File: config.mk
export PLATFORM = sky130hd
export DESIGN_NAME = stsc_sample_timing
export DESIGN_NICKNAME = d
export VERILOG_FILES = /design/src/inc/stsc_pkg.sv /design/src/verilog/stsc_fifo.sv /design/src/verilog/stsc_sample_timing.sv
export SDC_FILE = /design/constraint.sdc
export NUM_CORES = 1
export LEC_CHECK = 0
export BUFFER_PORTS_ARGS = -buffer_cell sky130_fd_sc_hd__buf_2
export CORE_ASPECT_RATIO = 1.1
export CORE_UTILIZATION = 50
export DETAILED_ROUTE_END_ITERATION = 8
export PLACE_DENSITY = 0.68
export SLEW_MARGIN = 20
export SYNTH_ARGS = -nofsm -noshare
export SYNTH_HDL_FRONTEND = slang
export SYNTH_SLANG_ARGS = --single-unit
File: constraint.sdc
create_clock -name CLK_I -period 5.6 [get_ports CLK_I]
set_input_delay 1.12 -clock CLK_I [delete_from_list [all_inputs] [get_ports CLK_I]]
set_output_delay 1.12 -clock CLK_I [all_outputs]
set_load 0.05 [all_outputs]
File: src/inc/stsc_pkg.sv
package stsc_pkg;
   localparam int ADDR_W = 8;
   localparam int DATA_W = 8;
   localparam int AXIS_W = 12;
   localparam int WORD_W = 16;
   localparam int FIFO_WORDS = 8;
   localparam int ODR_W = 3;
   localparam int TICK_CNT_W = 24;

   // Register offsets and the soft reset code
   localparam logic [ADDR_W-1:0] REG_REVISION = 8'h03;
   localparam logic [ADDR_W-1:0] REG_FIFO_CONTROL = 8'h3A;
   localparam logic [ADDR_W-1:0] REG_SAMPLE_RATE_CONTROL = 8'h3D;
   localparam logic [ADDR_W-1:0] REG_POWER_CONTROL = 8'h3F;
   localparam logic [ADDR_W-1:0] REG_SOFT_RESET = 8'h41;
   localparam logic [ADDR_W-1:0] REG_FIFO_ACCESS = 8'h42;
   localparam logic [DATA_W-1:0] SOFT_RESET_CODE = 8'h52;

   // Field layout of sample_rate_control, power and FIFO control
   localparam int EXTERNAL_SYNC_SELECT_BIT = 0;
   localparam int EXTERNAL_CLOCK_SELECT_BIT = 1;
   localparam int ODR_LSB = 5;
   localparam int MODE_LSB = 0;
   localparam int FIFO_MODE_LSB = 0;

   localparam logic [DATA_W-1:0] RATE_RESET = 8'h00;
   localparam logic [DATA_W-1:0] POWER_RESET = 8'h00;
   localparam logic [DATA_W-1:0] FIFO_CTL_RESET = 8'h00;
   localparam logic [DATA_W-1:0] ZERO_BYTE = 8'h00;

   // Timebase: one tick per period at the highest output data rate
   localparam int CLK_PERIOD_NS = 25;
   localparam int BASE_PERIOD_NS = 390625;
   localparam int BASE_TICK_CYCLES = BASE_PERIOD_NS / CLK_PERIOD_NS;

   typedef enum logic [1:0] {
      MODE_STANDBY = 2'b00,
      MODE_WAKE_UP = 2'b01,
      MODE_INSTANT_ON = 2'b10,
      MODE_MEASURE = 2'b11
   } stsc_mode_t;

   typedef enum logic [1:0] {
      FIFO_BYPASS = 2'b00,
      FIFO_STORE = 2'b01,
      FIFO_STORE_ALT = 2'b10,
      FIFO_STORE_ALT2 = 2'b11
   } stsc_fifo_mode_t;

   typedef enum logic [3:0] {
      SEQ_IDLE = 4'b0001,
      SEQ_X = 4'b0010,
      SEQ_Y = 4'b0100,
      SEQ_Z = 4'b1000
   } stsc_seq_t;

   localparam logic [1:0] AXIS_X_CODE = 2'h0;
   localparam logic [1:0] AXIS_Y_CODE = 2'h1;
   localparam logic [1:0] AXIS_Z_CODE = 2'h2;
endpackage

File: src/verilog/stsc_fifo.sv
`timescale 1ns/1ps
module stsc_fifo
   import stsc_pkg::*;
#(
   parameter int WIDTH = 16,
   parameter int DEPTH = 8
)
(
   input wire logic clk_i,
   input wire logic resetn_i,
   input wire logic flush_i,
   input wire logic in_valid_i,
   output logic in_ready_o,
   input wire logic [WIDTH-1:0] in_data_i,
   output logic out_valid_o,
   input wire logic out_ready_i,
   output logic [WIDTH-1:0] out_data_o,
   output logic full_o
);
   localparam int PTR_W = $clog2(DEPTH);
   localparam logic [PTR_W:0] DEPTH_C = (PTR_W + 1)'(DEPTH);
   localparam logic [PTR_W-1:0] LAST_C = (PTR_W)'(DEPTH - 1);

   logic [WIDTH-1:0] mem_r [DEPTH];
   logic [PTR_W-1:0] wr_ptr_r, wr_ptr_nxt, rd_ptr_r, rd_ptr_nxt;
   logic [PTR_W:0] count_r, count_nxt;
   logic push, pop;

   assign in_ready_o = (count_r != DEPTH_C) && !flush_i;
   assign out_valid_o = (count_r != '0) && !flush_i;
   assign full_o = (count_r == DEPTH_C);
   assign out_data_o = mem_r[rd_ptr_r];
   assign push = in_valid_i && in_ready_o;
   assign pop = out_valid_o && out_ready_i;

   always_comb
   begin
      wr_ptr_nxt = wr_ptr_r;
      rd_ptr_nxt = rd_ptr_r;
      count_nxt = count_r;
      if (flush_i)
      begin
         wr_ptr_nxt = '0;
         rd_ptr_nxt = '0;
         count_nxt = '0;
      end
      else
      begin
         if (push)
            wr_ptr_nxt = (wr_ptr_r == LAST_C) ? '0 : wr_ptr_r + 1'b1;
         if (pop)
            rd_ptr_nxt = (rd_ptr_r == LAST_C) ? '0 : rd_ptr_r + 1'b1;
         if (push && !pop)
            count_nxt = count_r + 1'b1;
         else if (pop && !push)
            count_nxt = count_r - 1'b1;
      end
   end

   always_ff @(posedge clk_i or negedge resetn_i)
   begin
      if (!resetn_i)
      begin
         wr_ptr_r <= '0;
         rd_ptr_r <= '0;
         count_r <= '0;
      end
      else
      begin
         wr_ptr_r <= wr_ptr_nxt;
         rd_ptr_r <= rd_ptr_nxt;
         count_r <= count_nxt;
      end
   end

   // Storage has no reset; only the pointers and the count define what is valid
   always_ff @(posedge clk_i)
   begin
      if (push)
         mem_r[wr_ptr_r] <= in_data_i;
   end
endmodule

File: src/verilog/stsc_sample_timing.sv
`timescale 1ns/1ps
module stsc_sample_timing
   import stsc_pkg::*;
#(
   parameter int TICK_CYCLES = BASE_TICK_CYCLES,
   // Arbitrary neutral value
   parameter logic [DATA_W-1:0] SILICON_REVISION_CODE = 8'h5A
)
(
   input wire logic CLK_I,
   input wire logic RESETN_I,
   input wire logic REG_WR_I,
   input wire logic REG_RD_I,
   input wire logic [ADDR_W-1:0] REG_ADDR_I,
   input wire logic [DATA_W-1:0] REG_WDATA_I,
   output logic [DATA_W-1:0] REG_RDATA_O,
   input wire logic EVENT_PIN_A_I,
   output logic EVENT_PIN_A_O,
   output logic EVENT_PIN_A_OE_N_O,
   input wire logic EVENT_PIN_B_I,
   input wire logic [AXIS_W-1:0] SENSE_X_I,
   input wire logic [AXIS_W-1:0] SENSE_Y_I,
   input wire logic [AXIS_W-1:0] SENSE_Z_I,
   output logic CONVERTER_ON_O,
   output logic FIFO_FULL_O
);
   localparam logic [TICK_CNT_W-1:0] TICK_LAST = TICK_CNT_W'(TICK_CYCLES - 1);

   logic [DATA_W-1:0] rate_r, rate_nxt, power_r, power_nxt, fifo_ctl_r, fifo_ctl_nxt;
   logic [DATA_W-1:0] rdata_r, rdata_nxt;
   logic [2:0] pin_a_r, pin_b_r;
   logic [TICK_CNT_W-1:0] pre_cnt_r, pre_cnt_nxt;
   logic [7:0] odr_cnt_r, odr_cnt_nxt;
   logic byte_phase_r, byte_phase_nxt;
   logic [WORD_W-1:0] held_word_r, held_word_nxt;
   logic [3*AXIS_W-1:0] capture_r, capture_nxt;
   stsc_seq_t seq_r, seq_nxt;

   logic external_sync_select, external_clock_select, sampling, base_tick, odr_tick, start, pin_a_rise, pin_b_rise;
   logic soft_reset, flush, rd_fifo, wr_valid, wr_ready, rd_valid, rd_ready, fifo_full;
   logic [WORD_W-1:0] wr_word, rd_word;
   logic [7:0] odr_last;
   stsc_mode_t mode;
   stsc_fifo_mode_t fifo_mode;

   // Pins are foreign to CLK_I: stage 0 only feeds stage 1
   always_ff @(posedge CLK_I or negedge RESETN_I)
   begin
      if (!RESETN_I)
      begin
         pin_a_r <= '0;
         pin_b_r <= '0;
      end
      else
      begin
         pin_a_r <= {pin_a_r[1:0], EVENT_PIN_A_I};
         pin_b_r <= {pin_b_r[1:0], EVENT_PIN_B_I};
      end
   end
   assign pin_a_rise = pin_a_r[1] && !pin_a_r[2];
   assign pin_b_rise = pin_b_r[1] && !pin_b_r[2];

   assign external_sync_select = rate_r[EXTERNAL_SYNC_SELECT_BIT];
   assign external_clock_select = rate_r[EXTERNAL_CLOCK_SELECT_BIT];
   assign mode = stsc_mode_t'(power_r[MODE_LSB +: 2]);
   assign fifo_mode = stsc_fifo_mode_t'(fifo_ctl_r[FIFO_MODE_LSB +: 2]);
   assign odr_last = 8'((9'h001 << rate_r[ODR_LSB +: ODR_W]) - 9'h001);

   // Instant-on and standby do not stream samples into the FIFO
   always_comb
   begin
      unique case (mode)
         MODE_MEASURE: sampling = 1'b1;
         MODE_WAKE_UP: sampling = 1'b1;
         MODE_INSTANT_ON: sampling = 1'b0;
         MODE_STANDBY: sampling = 1'b0;
      endcase
   end

   // The timebase advances on pin A edges when the external clock is chosen
   assign base_tick = external_clock_select ? pin_a_rise : (pre_cnt_r == TICK_LAST);
   assign odr_tick = base_tick && (odr_cnt_r == odr_last);
   // With external sync the internal rate never starts a conversion
   assign start = sampling && (seq_r == SEQ_IDLE) && (external_sync_select ? pin_b_rise : odr_tick);
   assign CONVERTER_ON_O = (seq_r != SEQ_IDLE);

   assign soft_reset = REG_WR_I && (REG_ADDR_I == REG_SOFT_RESET) && (REG_WDATA_I == SOFT_RESET_CODE);
   assign flush = (fifo_mode == FIFO_BYPASS) || soft_reset;
   assign rd_fifo = REG_RD_I && (REG_ADDR_I == REG_FIFO_ACCESS);
   assign rd_ready = rd_fifo && !byte_phase_r;

   always_comb
   begin
      pre_cnt_nxt = (external_clock_select || pre_cnt_r == TICK_LAST) ? '0 : pre_cnt_r + 1'b1;
      odr_cnt_nxt = odr_cnt_r;
      if (base_tick)
         odr_cnt_nxt = (odr_cnt_r >= odr_last) ? '0 : odr_cnt_r + 1'b1;
   end

   // Sample set sequencer; a trigger while busy is not queued
   always_comb
   begin
      seq_nxt = seq_r;
      capture_nxt = capture_r;
      wr_valid = 1'b0;
      wr_word = '0;
      unique case (seq_r)
         SEQ_IDLE:
         begin
            if (start)
            begin
               capture_nxt = {SENSE_Z_I, SENSE_Y_I, SENSE_X_I};
               seq_nxt = SEQ_X;
            end
         end
         SEQ_X:
         begin
            wr_valid = 1'b1;
            wr_word = {capture_r[0 +: AXIS_W], 2'b00, AXIS_X_CODE};
            if (wr_ready)
               seq_nxt = SEQ_Y;
         end
         SEQ_Y:
         begin
            wr_valid = 1'b1;
            wr_word = {capture_r[AXIS_W +: AXIS_W], 2'b00, AXIS_Y_CODE};
            if (wr_ready)
               seq_nxt = SEQ_Z;
         end
         SEQ_Z:
         begin
            wr_valid = 1'b1;
            wr_word = {capture_r[2*AXIS_W +: AXIS_W], 2'b00, AXIS_Z_CODE};
            if (wr_ready)
               seq_nxt = SEQ_IDLE;
         end
         default:
            seq_nxt = SEQ_IDLE;
      endcase
      // A flush aborts a partial set so the next set starts again at x
      if (flush)
      begin
         seq_nxt = SEQ_IDLE;
         wr_valid = 1'b0;
      end
   end

   // Register writes
   always_comb
   begin
      rate_nxt = rate_r;
      power_nxt = power_r;
      fifo_ctl_nxt = fifo_ctl_r;
      if (soft_reset)
      begin
         rate_nxt = RATE_RESET;
         power_nxt = POWER_RESET;
         fifo_ctl_nxt = FIFO_CTL_RESET;
      end
      else if (REG_WR_I)
      begin
         if (REG_ADDR_I == REG_SAMPLE_RATE_CONTROL)
            rate_nxt = REG_WDATA_I;
         if (REG_ADDR_I == REG_POWER_CONTROL)
            power_nxt = REG_WDATA_I;
         if (REG_ADDR_I == REG_FIFO_CONTROL)
            fifo_ctl_nxt = REG_WDATA_I;
      end
   end

   // Register reads; an empty FIFO reads as zero and does not advance the byte phase
   always_comb
   begin
      rdata_nxt = rdata_r;
      byte_phase_nxt = byte_phase_r;
      held_word_nxt = held_word_r;
      if (flush)
         byte_phase_nxt = 1'b0;
      if (REG_RD_I)
      begin
         unique case (REG_ADDR_I)
            REG_REVISION: rdata_nxt = SILICON_REVISION_CODE;
            REG_SAMPLE_RATE_CONTROL: rdata_nxt = rate_r;
            REG_POWER_CONTROL: rdata_nxt = power_r;
            REG_FIFO_CONTROL: rdata_nxt = fifo_ctl_r;
            REG_FIFO_ACCESS:
            begin
               if (byte_phase_r)
               begin
                  rdata_nxt = held_word_r[DATA_W-1:0];
                  byte_phase_nxt = 1'b0;
               end
               else if (rd_valid)
               begin
                  rdata_nxt = rd_word[WORD_W-1:DATA_W];
                  held_word_nxt = rd_word;
                  byte_phase_nxt = 1'b1;
               end
               else
                  rdata_nxt = ZERO_BYTE;
            end
            default: rdata_nxt = ZERO_BYTE;
         endcase
      end
   end

   always_ff @(posedge CLK_I or negedge RESETN_I)
   begin
      if (!RESETN_I)
      begin
         rate_r <= RATE_RESET;
         power_r <= POWER_RESET;
         fifo_ctl_r <= FIFO_CTL_RESET;
         rdata_r <= ZERO_BYTE;
         pre_cnt_r <= '0;
         odr_cnt_r <= '0;
         byte_phase_r <= 1'b0;
         held_word_r <= '0;
         capture_r <= '0;
         seq_r <= SEQ_IDLE;
      end
      else
      begin
         rate_r <= rate_nxt;
         power_r <= power_nxt;
         fifo_ctl_r <= fifo_ctl_nxt;
         rdata_r <= rdata_nxt;
         pre_cnt_r <= pre_cnt_nxt;
         odr_cnt_r <= odr_cnt_nxt;
         byte_phase_r <= byte_phase_nxt;
         held_word_r <= held_word_nxt;
         capture_r <= capture_nxt;
         seq_r <= seq_nxt;
      end
   end

   // Full FIFO stalls the sequencer rather than splitting a set
   stsc_fifo #(
      .WIDTH(WORD_W),
      .DEPTH(FIFO_WORDS)
   ) u_fifo (
      .clk_i(CLK_I),
      .resetn_i(RESETN_I),
      .flush_i(flush),
      .in_valid_i(wr_valid),
      .in_ready_o(wr_ready),
      .in_data_i(wr_word),
      .out_valid_o(rd_valid),
      .out_ready_i(rd_ready),
      .out_data_o(rd_word),
      .full_o(fifo_full)
   );

   logic full_q_r;
   always_ff @(posedge CLK_I or negedge RESETN_I)
   begin
      if (!RESETN_I)
         full_q_r <= 1'b0;
      else
         full_q_r <= fifo_full;
   end

   // Pin A is an input while it carries the external clock
   assign EVENT_PIN_A_O = full_q_r;
   assign EVENT_PIN_A_OE_N_O = external_clock_select;
   assign FIFO_FULL_O = full_q_r;
   assign REG_RDATA_O = rdata_r;
endmodule

After elaboration in Yosys (flattened, before gate mapping) --
Memories as Yosys holds them, arrays and structs flattened. Cells that the tools add are included.
Word-level totals: input bits 58, memories kept 1, flip-flop bits (word level) 130, bits in writable memories 128
Operators by class: bitwise operators 1, add/sub/neg operators 7, reduce and logical (&&, ||, !) cells 42, equality and inequality tests 25, magnitude comparators 1, muxes and demuxes 42, shift operators 1
Memory list:
- u_fifo.mem_r | depth 8, bits a word 16, read ports 1, clocked after Yosys merged registers in 0, wr ports 1, line stsc_fifo.sv:24 | logic [WIDTH-1:0] mem_r [DEPTH];
Operators with widths (number):
- $mux 8 | 12
- $pmux 16 s3 | 1
- $pmux 8 s5 | 1
- $mux 4 | 8
- $add 24x1->24 const B | 1
- $eq 24x14->1 const B | 1
- $eq 8x6->1 const B | 3
- $eq 8x7->1 const B | 3
- $mux 24 | 1
- $mux 3 | 6
- $pmux 4 s4 | 1
- $logic_and 1x1->1 | 15
- $reduce_bool 2->1 | 6
- $mux 1 | 11
- $ne 3x1->1 const B | 3
- $add 8x1->8 const B | 1
- $eq 4x4->1 const B | 2
- $eq 8x2->1 const B | 1
- $eq 8x8->1 | 1
- $ge 8x8->1 | 1
- $reduce_and 2->1 | 4
- $reduce_and 4->1 | 2
- $shl 1x3->8 const A | 1
- $sub 8x1->8 const B | 1
- other kinds (21) | 32

Depth between registers and ports, before layout --
depth in word-level cells 12, gate-level depth with buffers 15

Cells and area by module --
A second synthesis with hierarchy kept.
Second synthesis, totals: cell total of the unflattened synthesis 749, area, all modules 11300.8 um^2
Modules (own cells, without submodules):
- stsc_sample_timing | area each 5694.2 um^2, cells an instance 489, instances 1
- stsc_fifo | area each 5606.6 um^2, cells an instance 260, instances 1

Least setup slack after synthesis --
Ideal clock, no wire load.
path type in2reg, from input REG_ADDR_I[1], to register u_fifo.count_r[3], setup time 0.074 ns, slack 2.076 ns, path buffers 2, required time 5.526 ns, stages on the path 12, arrival time 3.450 ns, cells stage by stage buf_2 -> nor2b_1 -> nand3_2 -> or4_4 -> buf_6 -> nand2_1 -> ha_1 -> a21o_1 -> a21o_1 -> or3_4 -> a21o_1 -> a21oi_2
Between the ends: longest elaborated chain between the ends 11, elaborated cells between the ends (all ways) 20, classes of those cells eq/ne: 2; mux: 3; reduce/logical: 15
Ends and longest elaborated chain:
- start: declaration | line stsc_sample_timing.sv:14 | input wire logic [ADDR_W-1:0] REG_ADDR_I,
- $eq 8x7->1 | line stsc_sample_timing.sv:87 | assign soft_reset = REG_WR_I && (REG_ADDR_I == REG_SOFT_RESET) && (REG_WDATA_I == SOFT_RESET_CODE);
- $logic_and 1x1->1 (2 in series) | line stsc_sample_timing.sv:87
- $logic_or 1x1->1 | line stsc_sample_timing.sv:88 | assign flush = (fifo_mode == FIFO_BYPASS) || soft_reset;
- $logic_not 1->1 | line stsc_fifo.sv:29, stsc_fifo.sv:30
- $logic_and 1x1->1 | line stsc_fifo.sv:30 | assign out_valid_o = (count_r != '0) && !flush_i;
- $logic_and 1x1->1 | line stsc_fifo.sv:34 | assign pop = out_valid_o && out_ready_i;
- $logic_not 1->1 | line stsc_fifo.sv:53 | if (push && !pop)
- $logic_and 1x1->1 | line stsc_fifo.sv:53
- $mux 4 | line stsc_fifo.sv:53
- $mux 4 | line stsc_fifo.sv:41 | if (flush_i)
- end signal: assignment | line stsc_fifo.sv:72 | count_r <= count_nxt;
- end: declaration | line stsc_fifo.sv:26 | logic [PTR_W:0] count_r, count_nxt;
Several ways; a longest one is shown, not always the timed one. A chain may end at the register's enable or synchronous reset.

Final worst setup path --
from register rate_r[7], to register odr_cnt_r[6]
Between the ends: longest elaborated chain between the ends 4
Ends and longest elaborated chain:
- start: declaration | line stsc_sample_timing.sv:29 | logic [DATA_W-1:0] rate_r, rate_nxt, power_r, power_nxt, fifo_ctl_r, fifo_ctl_nxt;
- start signal: assignment | line stsc_sample_timing.sv:224 | rate_r <= rate_nxt;
- $shl 1x3->8 | line stsc_sample_timing.sv:67 | assign odr_last = 8'((9'h001 << rate_r[ODR_LSB +: ODR_W]) - 9'h001);
- $sub 8x1->8 | line stsc_sample_timing.sv:67
- $ge 8x8->1 | line stsc_sample_timing.sv:97 | odr_cnt_nxt = (odr_cnt_r >= odr_last) ? '0 : odr_cnt_r + 1'b1;
- $mux 8 | line stsc_sample_timing.sv:97
- end signal: assignment | line stsc_sample_timing.sv:229 | odr_cnt_r <= odr_cnt_nxt;
- end: declaration | line stsc_sample_timing.sv:33 | logic [7:0] odr_cnt_r, odr_cnt_nxt;
No other way between the ends.

==> results.tsv <==
metric	value	unit
outcome	complete, no violations	
seq_area_frac_synth	62.49	%
cts_buffers	25	
final_critical_path_time_including_i_o_delays_and_setup	3453	ps
synth-async-reset-ratio	53.33	%
grt_pass1_vias	6651	
synthToLayoutAreaGrowth	15.06	%
worst_hold_slack	347.6	ps
r2r_cells	11	
p_int	0.003033	W
power_frac_seq	49.7	%
clock_power_share	45.5	%
route.detailed.drc	0	
antenna_violations_before_repair	0	
fin_tns_setup	0	ps
timing.critical_path.to_type	register	
final.setup_skew	7.639	ps
cts_tree	yes	
hold_violations	0	
report.final.slew_viol_count	0	
number_of_fillers_in_the_final_layout	1565	
r2r_start	rate_r[7]$_DFFE_PN0P_	
antenna_left	0	
wirelength	21.63	mm
chipWidth	140.2	um
critPathArrivalTime	3840	ps
die_outline_area	21600	um2
post-layout-total-power	0.003857	W
vias	6383	
global_route_wire_length_before_repair	34.91	mm
detail_route.wl_per_cell	19.77	um
timing_worst_slew_pin_value	1018	ps
final_non_filler_cell_total	1094	
drt_iter0_drc	398	
ctsResizeCount	0	
start_kind	register	
die_height	154.1	um
final_area	12090	um2
port-buffer-count	69	
slowest_stage	sky130_fd_sc_hd__o21ai_0	
std_cell_rows	55	
timing.critical_path.to	odr_cnt_r[6]$_DFFE_PN0P_	
globalRouteOverflowTotal	0	
vdd_ir_drop_max	0.0002236	V
core-area	20580	um2
io_pins	70	
worstPathBufferInverterCount	0	
setup_viol	0	
maximum_root_to_sink_buffer_count	3	
max-cap-violations	0	
finish.net_count	897	
dp_cells	1049	
holdBufCountCts	0	
first_pass_iters	5	
total_leakage_power	5.215	nW
total_half_perimeter_wirelength_after_legalization_and_detailed_placement	14.24	mm
most_frequently_used_flop_master_after_synthesis	sky130_fd_sc_hd__dfrtp_1	
grt_setup_unrepaired	false	
post_synth_instance_area	10510	um2
initial_core_util	51.08	%
cellPowerDensity	319.0	nW/um2
via_per_inst	5.835	
cp_top_family	compound AO/OA/AOI/OAI gates	
synth-seq-cells	240	
syn_inst	742	
global_route.usage.total	20.73	%
avgSynthCellArea	14.16	um2
timing.hold.worst.class	reg2reg	
power.share.combinational	4.8	%
cts_root_buffer_type	sky130_fd_sc_hd__clkbuf_16	
switching_share	21.37	%
synth-edff-count	112	
post_route_cells_drive_above_1_share	28.52	%
final.period_utilization	61.65	%
mappedNetlistNets	819	
critical_path.max_fanout	8	
regToRegEndpoint	odr_cnt_r[6]$_DFFE_PN0P_	
pin_count_of_the_biggest_net_entering_global_routing	85	
dpl-instance-area	11200	um2
gp_routability_congestion	0.8651	
cts_htree_levels	1	
num_antenna_cells	0	
hp-start	pin_a_r[0]$_DFF_PN0_	
cp_slowest_stage_delay	530	ps
required	5990	ps
clkLatencyLatePin	510	ps
max_slew_margin	32.13	%
yosysWarnings	0	
cp_cell_sequence	or3_1 > ha_1 > nor3_1 > a21oi_1 > o21a_1 > ha_1 > and4_1 > o21ai_0 > o21ai_0 > nor2_1 > a221o_1	
ff2ff_setup_slack	2150	ps
number_of_buffers_added_for_setup_after_cts	0	
net_switching_power	0.0008241	W
ys_types	66	
crit_cells	11	
path_class	reg2reg	
cts_sink_cnt	240	
fmax	289.6	MHz
clkSlewWorstSetupHoldPaths	60	ps
crit_path_start	rate_r[7]$_DFFE_PN0P_	
final cells by class:
class / instances / area (um2) / share of cell area, %
Sequential cell: 240 / 6570 / 54.33
Clock inverter: 17 / 231.5 / 1.914
Clock buffer: 28 / 656.9 / 5.432
Multi-Input combinational cell: 445 / 3779 / 31.25
Inverter: 29 / 108.9 / 0.9002
Tap cell: 256 / 320.3 / 2.649
Timing Repair Buffer: 79 / 426.7 / 3.528
cells in the mapped netlist (3+ instances only):
library cell | instances | share of area, %
sky130_fd_sc_hd__a22o_1 | 10 | 0.83
sky130_fd_sc_hd__dfrtp_1 | 127 | 30
sky130_fd_sc_hd__o221ai_1 | 5 | 0.42
sky130_fd_sc_hd__nand2_1 | 40 | 1.4
sky130_fd_sc_hd__mux4_2 | 28 | 6.0
sky130_fd_sc_hd__or3_1 | 10 | 0.60
sky130_fd_sc_hd__nor3_1 | 8 | 0.38
sky130_fd_sc_hd__nand2b_1 | 3 | 0.18
sky130_fd_sc_hd__nor3b_1 | 4 | 0.29
sky130_fd_sc_hd__o21ai_1 | 3 | 0.14
sky130_fd_sc_hd__xnor2_1 | 12 | 1.0
sky130_fd_sc_hd__a21o_1 | 6 | 0.43
sky130_fd_sc_hd__nor2_1 | 53 | 1.9
sky130_fd_sc_hd__o2bb2ai_1 | 3 | 0.25
sky130_fd_sc_hd__mux2_2 | 61 | 6.5
sky130_fd_sc_hd__nor4_1 | 5 | 0.30
sky130_fd_sc_hd__xor2_1 | 10 | 0.83
sky130_fd_sc_hd__nand3_1 | 12 | 0.57
sky130_fd_sc_hd__a222oi_1 | 12 | 1.1
sky130_fd_sc_hd__a211oi_1 | 3 | 0.21
sky130_fd_sc_hd__a221oi_1 | 3 | 0.25
sky130_fd_sc_hd__buf_2 | 5 | 0.24
sky130_fd_sc_hd__o21ai_0 | 24 | 1.1
sky130_fd_sc_hd__clkbuf_1 | 16 | 0.57
sky130_fd_sc_hd__inv_1 | 28 | 1.0
sky130_fd_sc_hd__nand4_1 | 7 | 0.42
sky130_fd_sc_hd__nor2b_1 | 15 | 0.89
sky130_fd_sc_hd__and2_1 | 3 | 0.18
sky130_fd_sc_hd__ha_1 | 18 | 2.1
sky130_fd_sc_hd__a22oi_1 | 8 | 0.57
sky130_fd_sc_hd__mux2i_1 | 19 | 1.8
sky130_fd_sc_hd__buf_1 | 5 | 0.18
sky130_fd_sc_hd__a21oi_1 | 16 | 0.76
sky130_fd_sc_hd__nor4b_1 | 5 | 0.42
sky130_fd_sc_hd__and3_1 | 9 | 0.54
sky130_fd_sc_hd__edfxtp_1 | 112 | 32
metal layers:
layer,track usage (%),wire length [um],up-vias
li1,-,-,2956
met1,26.20,8925,3219
met2,36.00,10910,165
met3,3.114,1047,43
met4,8.059,748,0
met5,0,0,-
stage by stage:
step | setup slack [ps] | util (%)
after floorplan | 2076 | -
after global placement | 1893 | 54.43
after detailed placement | 1773 | 54.43
after CTS | 2192 | 58.75
after global routing | 1926 | 58.77
final | 2147 | 58.77
worst register-to-register path, stage by stage, from the launching register on:
cell                      delay, ps
sky130_fd_sc_hd__dfrtp_1        470
sky130_fd_sc_hd__or3_1          440
sky130_fd_sc_hd__ha_1           280
sky130_fd_sc_hd__nor3_1         160
sky130_fd_sc_hd__a21oi_1         60
sky130_fd_sc_hd__o21a_1         180
sky130_fd_sc_hd__ha_1           270
sky130_fd_sc_hd__and4_1         200
sky130_fd_sc_hd__o21ai_0         70
sky130_fd_sc_hd__o21ai_0        530
sky130_fd_sc_hd__nor2_1         300
sky130_fd_sc_hd__a221o_1        360
how the worst min path moves through the flow:
| stage | end | slack, ps | cells after the start |
|---|---|---|---|
| 3_5_place_dp | pin_a_r[1]$_DFF_PN0_ | 340 | 0 |
| 2_1_floorplan | pin_a_r[1]$_DFF_PN0_ | 330 | 0 |
| 4_1_cts | pin_a_r[1]$_DFF_PN0_ | 350 | 0 |
| 3_3_place_gp | pin_a_r[1]$_DFF_PN0_ | 340 | 0 |
| 6_report | pin_a_r[1]$_DFF_PN0_ | 350 | 0 |
| 5_1_grt | pin_a_r[1]$_DFF_PN0_ | 360 | 0 |
layout by cell type, fill, tap and decap left out, types with 8 or more instances in the layout:
| cell type | synthesis | routed |
|---|---|---|
| sky130_fd_sc_hd__nor2b_1 | 15 | 15 |
| sky130_fd_sc_hd__dfrtp_1 | 127 | 125 |
| sky130_fd_sc_hd__nor2_1 | 53 | 47 |
| sky130_fd_sc_hd__and3_1 | 9 | 9 |
| sky130_fd_sc_hd__buf_4 | 1 | 10 |
| sky130_fd_sc_hd__a21oi_1 | 16 | 16 |
| sky130_fd_sc_hd__edfxtp_1 | 112 | 112 |
| sky130_fd_sc_hd__inv_1 | 28 | 28 |
| sky130_fd_sc_hd__nand2_1 | 40 | 40 |
| sky130_fd_sc_hd__ha_1 | 18 | 18 |
| sky130_fd_sc_hd__mux4_2 | 28 | 28 |
| sky130_fd_sc_hd__mux2_2 | 61 | 61 |
| sky130_fd_sc_hd__or3_1 | 10 | 10 |
| sky130_fd_sc_hd__a222oi_1 | 12 | 12 |
| sky130_fd_sc_hd__o21ai_0 | 24 | 24 |
| sky130_fd_sc_hd__buf_2 | 5 | 68 |
| sky130_fd_sc_hd__xnor2_1 | 12 | 12 |
| sky130_fd_sc_hd__xor2_1 | 10 | 10 |
| sky130_fd_sc_hd__clkbuf_16 | 0 | 25 |
| sky130_fd_sc_hd__mux2i_1 | 19 | 19 |
| sky130_fd_sc_hd__nand3_1 | 12 | 12 |
| sky130_fd_sc_hd__a22o_1 | 10 | 10 |
| sky130_fd_sc_hd__a22oi_1 | 8 | 8 |
power by group through the flow:
stage                     registers (W)  clock network (W)  logic, W
final                           0.00192            0.00175  0.000187
after global routing            0.00192            0.00186  0.000215
after CTS                       0.00192            0.00179  0.000191
after detailed placement        0.00195                  0  0.000186
after global placement          0.00195                  0  0.000178
after floorplan                 0.00194                  0  0.000115
kinds of logic (layout without fill, tap and decap cells):
logic type      Yosys count  count (layout)  share of synthesized area [%]
flops                   240             240                          62.49
simple gates            189             189                          9.488
mux                     108             108                          14.35
compound gates          106             106                          7.274
buf+inv                  57             153                          2.202
xor+xnor                 22              22                          1.833
fa+ha+maj                19              19                          2.333
other cells               1               1                        0.03568
sequential cells by signal, indices dropped and copies added, names as in the netlist:
register         cells
seq_r                4
pin_b_r              3
byte_phase_r         1
REG_RDATA_O          8
held_word_r          6
pin_a_r              3
u_fifo.rd_ptr_r      3
EVENT_PIN_A_O        1
u_fifo.mem_r       112
odr_cnt_r            8
fifo_ctl_r           8
power_r              8
u_fifo.wr_ptr_r      3
rate_r               8
pre_cnt_r           24
u_fifo.count_r       4
capture_r           36
No activity file was read; power rests on OpenSTA's default activity.
